## src/shared/usb_ctrl_pkg.sv

```systemverilog
// constants, states and carriers of the control-endpoint event logic
// assumes one 25 MHz clock and a byte-wide command port from the master
package usb_ctrl_pkg;
	// command byte layout
	localparam int CMD_ADDR_BIT = 7; // 1 marks an address byte
	localparam int CMD_RW_BIT = 6; // 1 marks a register read
	localparam int NIB_W = 4; // data bytes carry one nibble
	// register addresses
	localparam logic [5:0] ADDR_EMPTY = 6'h30; // out_pair_empty_status
	localparam logic [5:0] ADDR_COMMIT = 6'h31; // in_packet_commit
	localparam logic [5:0] ADDR_STALL = 6'h32; // control_request_stall
	localparam logic [7:0] STALL_RESET = 8'h00;
	// endpoints a commit may name
	localparam logic [3:0] EP_IN_A = 4'h6;
	localparam logic [3:0] EP_IN_B = 4'h8;
	// event source codes handed to the master
	localparam logic [7:0] CODE_SETUP = 8'h01;
	localparam logic [7:0] CODE_CTRL_BUF = 8'h02;
	localparam logic [7:0] CODE_ENUM = 8'h04;
	localparam logic [7:0] CODE_FIFO = 8'h08;
	localparam int N_EV = 4; // event flags, lowest index wins
	// standard request fields
	localparam logic [7:0] REQ_CLEAR_FEATURE = 8'h01;
	localparam logic [7:0] REQ_SET_FEATURE = 8'h03;
	localparam logic [1:0] TYPE_STANDARD = 2'h0;
	localparam logic [4:0] RCPT_ENDPOINT = 5'h02;

	typedef enum logic [3:0] {
		ST_IDLE = 4'h1,
		ST_HI = 4'h2,
		ST_LO = 4'h4,
		ST_EXEC = 4'h8
	} cmd_state_e;

	// setup packet as the usb engine presents it
	typedef struct packed {
		logic valid; // one-cycle pulse
		logic [7:0] req_type;
		logic [7:0] request;
		logic length_nz; // data stage follows
	} setup_s;

	// usb-side happenings, one-cycle pulses
	typedef struct packed {
		logic enum_done;
		logic ctrl_in_free;
		logic ctrl_out_arrived;
		logic out2_arrived;
		logic out4_arrived;
	} usb_ev_s;
endpackage : usb_ctrl_pkg

```

## src/usb_ctrl_event.sv

```systemverilog
// control endpoint, event line and command register logic of the
// usb slave; the master writes command bytes on a strobe synchronous
// to clk and acknowledges each event byte with a read strobe
`timescale 1ns/1ps

module usb_ctrl_event (
	input wire logic clk, // 25 MHz clock
	input wire logic resetn, // asynchronous reset, active low
	input wire logic cmd_strobe, // master writes cmd_byte
	input wire logic [7:0] cmd_byte, // command address or data byte
	output logic cmd_ready, // high when a byte may be written
	input wire logic rd_ack, // master has read rd_data
	output logic [7:0] rd_data, // byte that goes with the event
	output logic master_event_n, // event line, active low
	input wire usb_ctrl_pkg::setup_s setup, // setup packet seen
	input wire usb_ctrl_pkg::usb_ev_s usb_ev, // usb-side pulses
	input wire logic ep2_empty, // out endpoint 2 holds no data
	input wire logic ep4_empty, // out endpoint 4 holds no data
	output logic std_answer, // pulse: engine answers request itself
	output logic ctrl_stall, // stall the pending control request
	output logic in_commit_valid, // pulse: commit short in packet
	output logic in_commit_ep8 // commit targets endpoint 8, else 6
);
	usb_ctrl_pkg::cmd_state_e state_q;
	logic gap_q;
	logic [5:0] addr_q;
	logic [3:0] hi_q;
	logic [7:0] wdata_q;
	logic rd_pend_q;
	logic rd_loaded_q;
	logic ev_active_q;
	logic [7:0] rd_data_q;
	logic [7:0] stall_reg_q;
	logic ctrl_stall_q;
	logic std_answer_q;
	logic commit_q;
	logic commit_ep8_q;
	logic [usb_ctrl_pkg::N_EV-1:0] ev_pend_q;
	logic [usb_ctrl_pkg::N_EV-1:0] ev_set;
	logic [usb_ctrl_pkg::N_EV-1:0] ev_clr;
	logic [7:0] reg_rdata;
	logic [7:0] ev_code;
	logic take;
	logic is_feature;
	logic is_std;
	logic is_ep_feature;
	logic ev_load;
	logic rd_start;

	// a byte is accepted only while ready; a read blocks new bytes
	assign cmd_ready = !gap_q && !rd_pend_q &&
		state_q != usb_ctrl_pkg::ST_EXEC;
	assign take = cmd_strobe && cmd_ready;
	// a read address byte opens a pending register read
	assign rd_start = take && state_q == usb_ctrl_pkg::ST_IDLE &&
		cmd_byte[usb_ctrl_pkg::CMD_ADDR_BIT] &&
		cmd_byte[usb_ctrl_pkg::CMD_RW_BIT];

	// ready drops for one cycle after every accepted byte
	always_ff @(posedge clk or negedge resetn) begin
		if (!resetn) begin
			gap_q <= 1'b0;
		end else begin
			gap_q <= take;
		end
	end

	// command parser: address byte, then two nibble bytes for writes
	always_ff @(posedge clk or negedge resetn) begin
		if (!resetn) begin
			state_q <= usb_ctrl_pkg::ST_IDLE;
			addr_q <= 6'h00;
			hi_q <= 4'h0;
			wdata_q <= 8'h00;
		end else begin
			case (state_q)
			usb_ctrl_pkg::ST_IDLE: begin
				// a data byte with no address before it is ignored
				if (take && cmd_byte[usb_ctrl_pkg::CMD_ADDR_BIT]) begin
					addr_q <= cmd_byte[5:0];
					if (!cmd_byte[usb_ctrl_pkg::CMD_RW_BIT]) begin
						state_q <= usb_ctrl_pkg::ST_HI;
					end
				end
			end
			usb_ctrl_pkg::ST_HI: begin
				if (take) begin
					hi_q <= cmd_byte[usb_ctrl_pkg::NIB_W-1:0];
					state_q <= usb_ctrl_pkg::ST_LO;
				end
			end
			usb_ctrl_pkg::ST_LO: begin
				if (take) begin
					wdata_q <= {hi_q, cmd_byte[usb_ctrl_pkg::NIB_W-1:0]};
					state_q <= usb_ctrl_pkg::ST_EXEC;
				end
			end
			usb_ctrl_pkg::ST_EXEC: begin
				state_q <= usb_ctrl_pkg::ST_IDLE;
			end
			default: begin
				state_q <= usb_ctrl_pkg::ST_IDLE;
			end
			endcase
		end
	end

	// request classification for the setup packet
	assign is_std = setup.req_type[6:5] == usb_ctrl_pkg::TYPE_STANDARD;
	assign is_feature = setup.request == usb_ctrl_pkg::REQ_SET_FEATURE ||
		setup.request == usb_ctrl_pkg::REQ_CLEAR_FEATURE;
	assign is_ep_feature = is_std && is_feature &&
		setup.req_type[4:0] == usb_ctrl_pkg::RCPT_ENDPOINT;

	// standard requests are answered here; endpoint features are not
	always_ff @(posedge clk or negedge resetn) begin
		if (!resetn) begin
			std_answer_q <= 1'b0;
		end else begin
			std_answer_q <= setup.valid && is_std && !is_ep_feature;
		end
	end
	assign std_answer = std_answer_q;

	// stall register: nonzero write stalls the pending request; a new
	// setup packet starts clean, except that a stall write executing in the same cycle wins and hits it
	always_ff @(posedge clk or negedge resetn) begin
		if (!resetn) begin
			stall_reg_q <= usb_ctrl_pkg::STALL_RESET;
			ctrl_stall_q <= 1'b0;
		end else if (state_q == usb_ctrl_pkg::ST_EXEC &&
			addr_q == usb_ctrl_pkg::ADDR_STALL) begin
			stall_reg_q <= wdata_q;
			ctrl_stall_q <= wdata_q != 8'h00;
		end else if (setup.valid) begin
			ctrl_stall_q <= 1'b0;
		end
	end
	assign ctrl_stall = ctrl_stall_q;

	// commit of a short in packet on endpoint 6 or 8
	always_ff @(posedge clk or negedge resetn) begin
		if (!resetn) begin
			commit_q <= 1'b0;
			commit_ep8_q <= 1'b0;
		end else begin
			commit_q <= 1'b0;
			if (state_q == usb_ctrl_pkg::ST_EXEC &&
				addr_q == usb_ctrl_pkg::ADDR_COMMIT &&
				(wdata_q[3:0] == usb_ctrl_pkg::EP_IN_A ||
				wdata_q[3:0] == usb_ctrl_pkg::EP_IN_B)) begin
				commit_q <= 1'b1;
				commit_ep8_q <= wdata_q[3:0] == usb_ctrl_pkg::EP_IN_B;
			end
		end
	end
	assign in_commit_valid = commit_q;
	assign in_commit_ep8 = commit_ep8_q;

	// register read mux; unmapped addresses read as zero
	always_comb begin
		case (addr_q)
		usb_ctrl_pkg::ADDR_EMPTY: begin
			reg_rdata = {6'h00, ep4_empty, ep2_empty};
		end
		usb_ctrl_pkg::ADDR_STALL: reg_rdata = stall_reg_q;
		default: reg_rdata = 8'h00;
		endcase
	end

	// event sources: setup, control buffer, enumeration, fifo data
	assign ev_set[0] = setup.valid && (is_feature || !is_std);
	assign ev_set[1] = (setup.valid && setup.length_nz) ||
		usb_ev.ctrl_in_free ||
		usb_ev.ctrl_out_arrived;
	assign ev_set[2] = usb_ev.enum_done;
	assign ev_set[3] = usb_ev.out2_arrived || usb_ev.out4_arrived;

	// pick the lowest pending flag when the line is free
	always_comb begin
		ev_clr = '0;
		ev_code = 8'h00;
		if (ev_pend_q[0]) begin
			ev_clr[0] = 1'b1;
			ev_code = usb_ctrl_pkg::CODE_SETUP;
		end else if (ev_pend_q[1]) begin
			ev_clr[1] = 1'b1;
			ev_code = usb_ctrl_pkg::CODE_CTRL_BUF;
		end else if (ev_pend_q[2]) begin
			ev_clr[2] = 1'b1;
			ev_code = usb_ctrl_pkg::CODE_ENUM;
		end else if (ev_pend_q[3]) begin
			ev_clr[3] = 1'b1;
			ev_code = usb_ctrl_pkg::CODE_FIFO;
		end
	end
	// a pending register read outranks queued events; an event is also
	// held back in the cycle a read opens, else the master would take
	// the event code for the register byte it asked for
	assign ev_load = !ev_active_q && !rd_start &&
		!(rd_pend_q && !rd_loaded_q) && ev_pend_q != '0;

	// sticky event flags; a new event in the clearing cycle survives
	generate
		for (genvar i = 0; i < usb_ctrl_pkg::N_EV; i++) begin : g_ev
			always_ff @(posedge clk or negedge resetn) begin
				if (!resetn) begin
					ev_pend_q[i] <= 1'b0;
				end else begin
					ev_pend_q[i] <= (ev_pend_q[i] && !(ev_load && ev_clr[i])) ||
						ev_set[i];
				end
			end
		end
	endgenerate

	// pending read flag: set by a read address byte, cleared on ack
	always_ff @(posedge clk or negedge resetn) begin
		if (!resetn) begin
			rd_pend_q <= 1'b0;
			rd_loaded_q <= 1'b0;
		end else if (rd_start) begin
			rd_pend_q <= 1'b1;
			rd_loaded_q <= 1'b0;
		end else if (rd_pend_q && !rd_loaded_q && !ev_active_q) begin
			rd_loaded_q <= 1'b1;
		end else if (rd_loaded_q && ev_active_q && rd_ack) begin
			rd_pend_q <= 1'b0;
			rd_loaded_q <= 1'b0;
		end
	end

	// event line with its byte; the byte is loaded with the line so
	// the master never sees the line low over stale data
	always_ff @(posedge clk or negedge resetn) begin
		if (!resetn) begin
			ev_active_q <= 1'b0;
			rd_data_q <= 8'h00;
		end else if (ev_active_q) begin
			if (rd_ack) begin
				ev_active_q <= 1'b0;
			end
		end else if (rd_pend_q && !rd_loaded_q) begin
			ev_active_q <= 1'b1;
			rd_data_q <= reg_rdata;
		end else if (ev_load) begin
			ev_active_q <= 1'b1;
			rd_data_q <= ev_code;
		end
	end
	assign master_event_n = !ev_active_q;
	assign rd_data = rd_data_q;

	ready_gap_a: assert property (@(posedge clk) disable iff (!resetn)
		take |=> !cmd_ready)
		else $error("ready stayed high after a byte");
	event_release_a: assert property (@(posedge clk) disable iff (!resetn)
		!master_event_n && rd_ack |=> master_event_n)
		else $error("event line not released after read");
	event_byte_a: assert property (@(posedge clk) disable iff (!resetn)
		!master_event_n && !rd_ack |=> $stable(rd_data) && !master_event_n)
		else $error("event byte changed while line low");
	stall_write_a: assert property (@(posedge clk) disable iff (!resetn)
		state_q == usb_ctrl_pkg::ST_EXEC && addr_q == usb_ctrl_pkg::ADDR_STALL
		|=> ctrl_stall == ($past(wdata_q) != 8'h00))
		else $error("stall does not follow register write");
	commit_pulse_a: assert property (@(posedge clk) disable iff (!resetn)
		state_q == usb_ctrl_pkg::ST_EXEC && addr_q == usb_ctrl_pkg::ADDR_COMMIT &&
		wdata_q[3:0] == usb_ctrl_pkg::EP_IN_A |=> in_commit_valid && !in_commit_ep8)
		else $error("commit of endpoint 6 missing");
	std_auto_a: assert property (@(posedge clk) disable iff (!resetn)
		setup.valid && is_ep_feature |=> !std_answer)
		else $error("endpoint feature answered locally");
	feature_event_a: assert property (@(posedge clk) disable iff (!resetn)
		setup.valid && is_feature |=> ev_pend_q[0] ||
		(!master_event_n && rd_data == usb_ctrl_pkg::CODE_SETUP))
		else $error("feature request raised no event");
	ctrl_buf_a: assert property (@(posedge clk) disable iff (!resetn)
		setup.valid && setup.length_nz |=> ev_pend_q[1] ||
		(!master_event_n && rd_data == usb_ctrl_pkg::CODE_CTRL_BUF))
		else $error("data stage raised no buffer event");
	read_event_a: assert property (@(posedge clk) disable iff (!resetn)
		take && state_q == usb_ctrl_pkg::ST_IDLE && cmd_byte[7:6] == 2'h3
		|-> ##[1:300] (!master_event_n && rd_loaded_q))
		else $error("register read never signalled");
	fifo_event_a: assert property (@(posedge clk) disable iff (!resetn)
		usb_ev.out2_arrived |=> ev_pend_q[3] ||
		(!master_event_n && rd_data == usb_ctrl_pkg::CODE_FIFO))
		else $error("fifo arrival raised no event");
endmodule : usb_ctrl_event

```

## config.mk

```make
export PLATFORM = sky130hd
export DESIGN_NAME = usb_ctrl_event
export DESIGN_NICKNAME = d
export VERILOG_FILES = /design/src/shared/usb_ctrl_pkg.sv /design/src/usb_ctrl_event.sv
export SDC_FILE = /design/constraint.sdc
export NUM_CORES = 1
export LEC_CHECK = 0
export ABC_AREA = 1
export BUFFER_PORTS_ARGS = -buffer_cell sky130_fd_sc_hd__buf_2
export CAP_MARGIN = 40
export CORE_ASPECT_RATIO = 1.1
export CORE_MARGIN = 3
export CORE_UTILIZATION = 50
export DETAILED_ROUTE_END_ITERATION = 12
export GPL_ROUTABILITY_DRIVEN = 0
export PLACE_DENSITY = 0.79
export SYNTH_ARGS = -nofsm -noshare
export SYNTH_HDL_FRONTEND = slang
export SYNTH_SLANG_ARGS = --single-unit
```

## constraint.sdc

```tcl
create_clock -name clk -period 3.4 [get_ports clk]
set_clock_uncertainty 0.1 [all_clocks]
set_input_delay 0.17 -clock clk [delete_from_list [all_inputs] [get_ports clk]]
set_output_delay 0.17 -clock clk [all_outputs]
set_load 0.03 [all_outputs]
```

Word-level counts from Yosys, hierarchy flattened
Cells that the tools add are included.

Bits in registers: 50. Input bits: 37. Output and inout bits: 14. Logic and storage cells: 134.

Equal/unequal tests: 18. Multiplexer cells: 31. Bitwise operators: 1. Reduce and logical (&&, ||, !) cells: 66.

Operator list (count): $mux 4 (8); $logic_and 1x1->1 (31); $eq 6x6->1 const B (3); $mux 1 (17); $mux 8 (2); $pmux 8 s2 (1); $logic_not 1->1 (12); $pmux 4 s3 (1); $logic_or 1x1->1 (10); $reduce_and 2->1 (5); $eq 4x3->1 const B (2); $eq 4x4->1 const B (2); $eq 8x1->1 const B (1); $eq 8x2->1 const B (1); $ne 2x2->1 const B (4); $reduce_bool 8->1 (1); $reduce_bool 2->1 (3); $eq 5x2->1 const B (1); $eq 4x1->1 const B (1); $eq 4x2->1 const B (1); $ne 4x4->1 const B (1); $reduce_and 4->1 (1); $reduce_bool 4->1 (1); $mux 3 (1); other kinds (5) (5).

Depth between registers and ports, before layout
Word-level depth: 15. Gate-level depth with buffers: 10.

Worst setup path after synthesis
No wires, ideal clock.

Kind: flip-flop to flip-flop. From: reg state_q[0]. To: reg addr_q[0]. Library setup time: 0.127 ns. Data arrival time: 1.331 ns. Data required time: 3.173 ns. Setup slack: 1.842 ns. Stages on the path, launching flop included: 9. Period minus slack after synthesis: 1.558 ns. Cell sequence: dfstp_2 > nor2_2 > nand2_4 > nand3_4 > inv_4 > nand2_2 > nor3_4 > buf_6 > o21ai_0.

Word-level cells in the longest chain between the ends: 5. Elaborated cells on any way between the ends: 6. Those cells by class: 2 x eq/ne; 4 x reduce/logical.

Ends and longest elaborated chain: start: declaration (RTL line usb_ctrl_event.sv:24) `usb_ctrl_pkg::cmd_state_e state_q;`; start signal: assignment (RTL line usb_ctrl_event.sv:71) `state_q <= usb_ctrl_pkg::ST_IDLE;`; start signal: assignment (RTL line usb_ctrl_event.sv:82) `state_q <= usb_ctrl_pkg::ST_HI;`; start signal: assignment (RTL line usb_ctrl_event.sv:89) `state_q <= usb_ctrl_pkg::ST_LO;`; $ne 4x4->1 (RTL line usb_ctrl_event.sv:52) `state_q != usb_ctrl_pkg::ST_EXEC;`; $logic_and 1x1->1 (RTL line usb_ctrl_event.sv:51) `assign cmd_ready = !gap_q && !rd_pend_q &&`; $logic_and 1x1->1 (RTL line usb_ctrl_event.sv:53) `assign take = cmd_strobe && cmd_ready;`; net take (RTL line usb_ctrl_event.sv:43) `logic take;`; $logic_and 1x1->1 (RTL line usb_ctrl_event.sv:79) `if (take && cmd_byte[usb_ctrl_pkg::CMD_ADDR_BIT]) begin`; $reduce_and 2->1 (no source line); end signal: assignment (RTL line usb_ctrl_event.sv:80) `addr_q <= cmd_byte[5:0];`; end: declaration (RTL line usb_ctrl_event.sv:26) `logic [5:0] addr_q;`.

The timed path passes the listed nets, and every way through them passes these cells. A chain may end at the register's enable or synchronous reset.

Worst setup path after layout
Ends and elaborated chain as after synthesis.

==> summary.txt <==
Critical path
  • R2r endpoint: addr_q[0]
  • Max FO, Critical Path: 12
  • Crit path DAT: 2.03 ns
  • Reg2reg path depth: 8
  • Critical Path RT: 3.52 ns
  • FF-to-FF setup slack: between 1 and 1.5 ns
  • R2R Path Start: state_q[0]
  • Crit path launch type: flop
  • CP endpoint kind: flop
  • Critical Setup Path Class: flop to flop

STA
  • RSZ-0062 raised after global routing: no
  • Crit path time final: ~1.9 ns
  • Maximum achievable frequency: around 520 MHz
  • Sum Neg Setup Slack: 0 ns
  • Fin. Hold Viols: 0
  • Final period utilization: 0.5626
  • Worst hold margin: 0.01490 ns
  • Max_slew headroom: 0.6067
  • Final setup fails: 0
  • Worst-Margin Slew: between 0.5 and 0.6 ns
  • Pins Over Slew Limit: 0

Synthesis
  • Number of flops mapped to enable cells by yosys: 0
  • Dominant synthesized flop cell: dfrtp_1
  • Cells after Synth: ~270
  • Post-Syn Area: approximately 2300 um^2
  • Mean post-synth cell area: approximately 8.7 um^2
  • Asr flop ratio synth: 1.000
  • Syn Nets: between 300 and 400
  • Register area share after synthesis: 0.5402
  • Area leader, netlist: dfrtp_1
  • #FFs+latches synth: 50
  • Top-area cell type share of the netlist area: 0.5289
  • Count leader, synth: nand2_1
  • Ys Warns: 0
  • Synth unique cells: 31
  • Synth top cells by count: nand2_1, dfrtp_1, inv_1
  • Synth top area cells: dfrtp_1, nand2_1, o21ai_0

Clock tree
  • Worst-Skew Late Latency: approximately 0.30 ns
  • Clock Path Buffers: 2
  • TritonCTS clock tree: yes
  • Post-CTS Setup Bufs: 0
  • # H-tree levels: 2
  • PostCTS Resize Cnt: 0
  • Total CTS buffers: 5
  • Clock Sinks: 50
  • Clock root buffer: clkbuf_8
  • Reg clk slew, reported paths: 0.09 ns

Cells and area
  • Nets: around 370
  • Antenna cells: 0
  • Fraction of layout cells with a size suffix above 1: 0.2485
  • Area grow syn2layout: 21.15%

Power and ir drop
  • Maximum vdd drop: roughly 0.0004 V
  • PD cells: between 600 and 700 nW/um^2
  • LEAKAGE: 1.474 nW

Floorplan
  • Die width: 70.93 um
  • I/O pin count: slightly above 50
  • Initial Util: 0.5294
  • Die height: between 70 and 80 um
  • Die area: 5491 um^2
  • Standard-cell rows: 25
  • Core Region: roughly 4400 um^2

Detailed routing
  • DRT antenna net count: 0
  • Iter 0 DRT Violations: between 100 and 150
  • Drt wl/cell: 12.20 um
  • Vias/cell: approximately 5.0
  • Drt first pass iters: 4
  • Vias: 1918
  • Wirelength, routed: ~4700 um
  • Drc violations: 0

Global routing
  • GRT Total Usage: 0.1896
  • First-pass GRT wire length: 8335 um
  • Total gr overflow: 0
  • Vias in the first global route: ~1900
  • Initial antenna violation count: 0
  • Largest net degree at the start of global routing: 28

Hold path
  • Hold Path Class: primary input to flop
  • Worst hold path depth: 3
  • Hold Crit Endpoint: wdata_q[0]
  • Min-delay src: cmd_byte[0]

Place
  • DP Wirelength: between 3000 and 4000 um
  • Port Buffers: 48

Run status
  • Run status: completed

Job
  • Max Cap Violations: 0
[layout by cell type (no fill, tap or decap)]
cell,n
nor2_1,14
dfrtp_1,49
o21ai_1,1
nand3_1,20
o21ai_0,28
a21oi_1,4
buf_2,48
nand3b_1,1
o21ai_2,4
o31ai_1,1
and3_1,1
nor3_1,3
a211o_1,1
nor3_4,2
nor2_2,5
nor4_1,4
dlygate4sd3_1,9
nand3_4,2
inv_1,33
inv_4,1
clkbuf_8,6
nand4_2,1
buf_12,1
dfstp_2,1
o211ai_1,1
nand2_2,6
or2_2,1
clkinv_4,2
nand2_4,2
and2_1,1
nand4_1,2
nand2_1,75
[state kept, by name, indices dropped and copies added (netlist names)]
register / flops
gap_q: 1
ev_active_q: 1
addr_q: 6
state_q: 4
rd_loaded_q: 1
wdata_q: 8
ev_pend_q: 4
hi_q: 4
in_commit_ep8: 1
rd_data: 8
in_commit_valid: 1
rd_pend_q: 1
std_answer: 1
stall_reg_q: 8
ctrl_stall: 1
[per-stage QoR]
step                instance area [um^2]  power [mW]    util  worst slack, ns  std cells
floorplan                           2318       1.276       -            1.842        268
global placement                    2599       1.402  0.5934            1.562        366
detailed placement                  2619       1.433  0.5980            1.482        367
CTS                                 2809       1.806  0.6414            1.459        384
global route                        2809       1.932  0.6414            1.326        384
finish                              2809       1.788  0.6414            1.487        384
[cell families (layout without fill, tap and decap cells)]
family | after synthesis | count (layout) | share of synthesized area
AOI/OAI and AO/OA | 40 | 40 | 0.09660
DFF | 50 | 50 | 0.5402
and+or+nand+nor | 140 | 140 | 0.2952
buffers and inverters | 38 | 100 | 0.06800
[worst max-delay path, cell delays in order, from the launching register on]
cell	delay [ns]
dfstp_2	0.58
nor2_2	0.07
nand2_4	0.10
nand3_4	0.11
inv_4	0.11
nand2_2	0.08
nor3_4	0.46
nand2_1	0.11
o21ai_0	0.10
[report_power, final]
group	leakage (nW)	internal (mW)	switching (mW)	total, mW
Clock	0.0514	0.168	0.199	0.367
Sequential	0.611	0.752	0.0897	0.842
Combinational	0.811	0.193	0.386	0.580
[worst max path at each step]
stage	end	slack, ns	start
6_report	addr_q[0]	1.49	state_q[0]
4_1_cts	addr_q[0]	1.46	state_q[0]
5_1_grt	addr_q[5]	1.33	state_q[0]
3_3_place_gp	addr_q[5]	1.56	state_q[0]
3_5_place_dp	addr_q[0]	1.48	state_q[0]
2_1_floorplan	addr_q[0]	1.84	state_q[0]
[routing by layer]
| layer | track usage | vias to the layer above | share of wire |
|---|---|---|---|
| met5 | 0 | - | 0 |
| met1 | 0.2278 | 883 | 0.44 |
| met2 | 0.3377 | 44 | 0.51 |
| met4 | 0.06203 | 0 | 0.015 |
| li1 | - | 984 | - |
| met3 | 0.03627 | 7 | 0.044 |
[timing repair]
action / 4_1_cts / 5_1_grt
endpoints found under the hold margin: 29 / 0
endpoints found under the setup margin: 0 / 0
hold buffers: 9 / 0
[area by class of cell]
cell class                      instances  area [um^2]
Tap cell                               54        67.56
Inverter                               34        130.1
Multi-Input combinational cell        180        908.4
Clock inverter                          2        17.52
Sequential cell                        50         1252
Timing Repair Buffer                   58        350.3
Fill cell                             402         1570
Clock buffer                            6        82.58
Note: power is estimated with default switching activity, not from simulation.
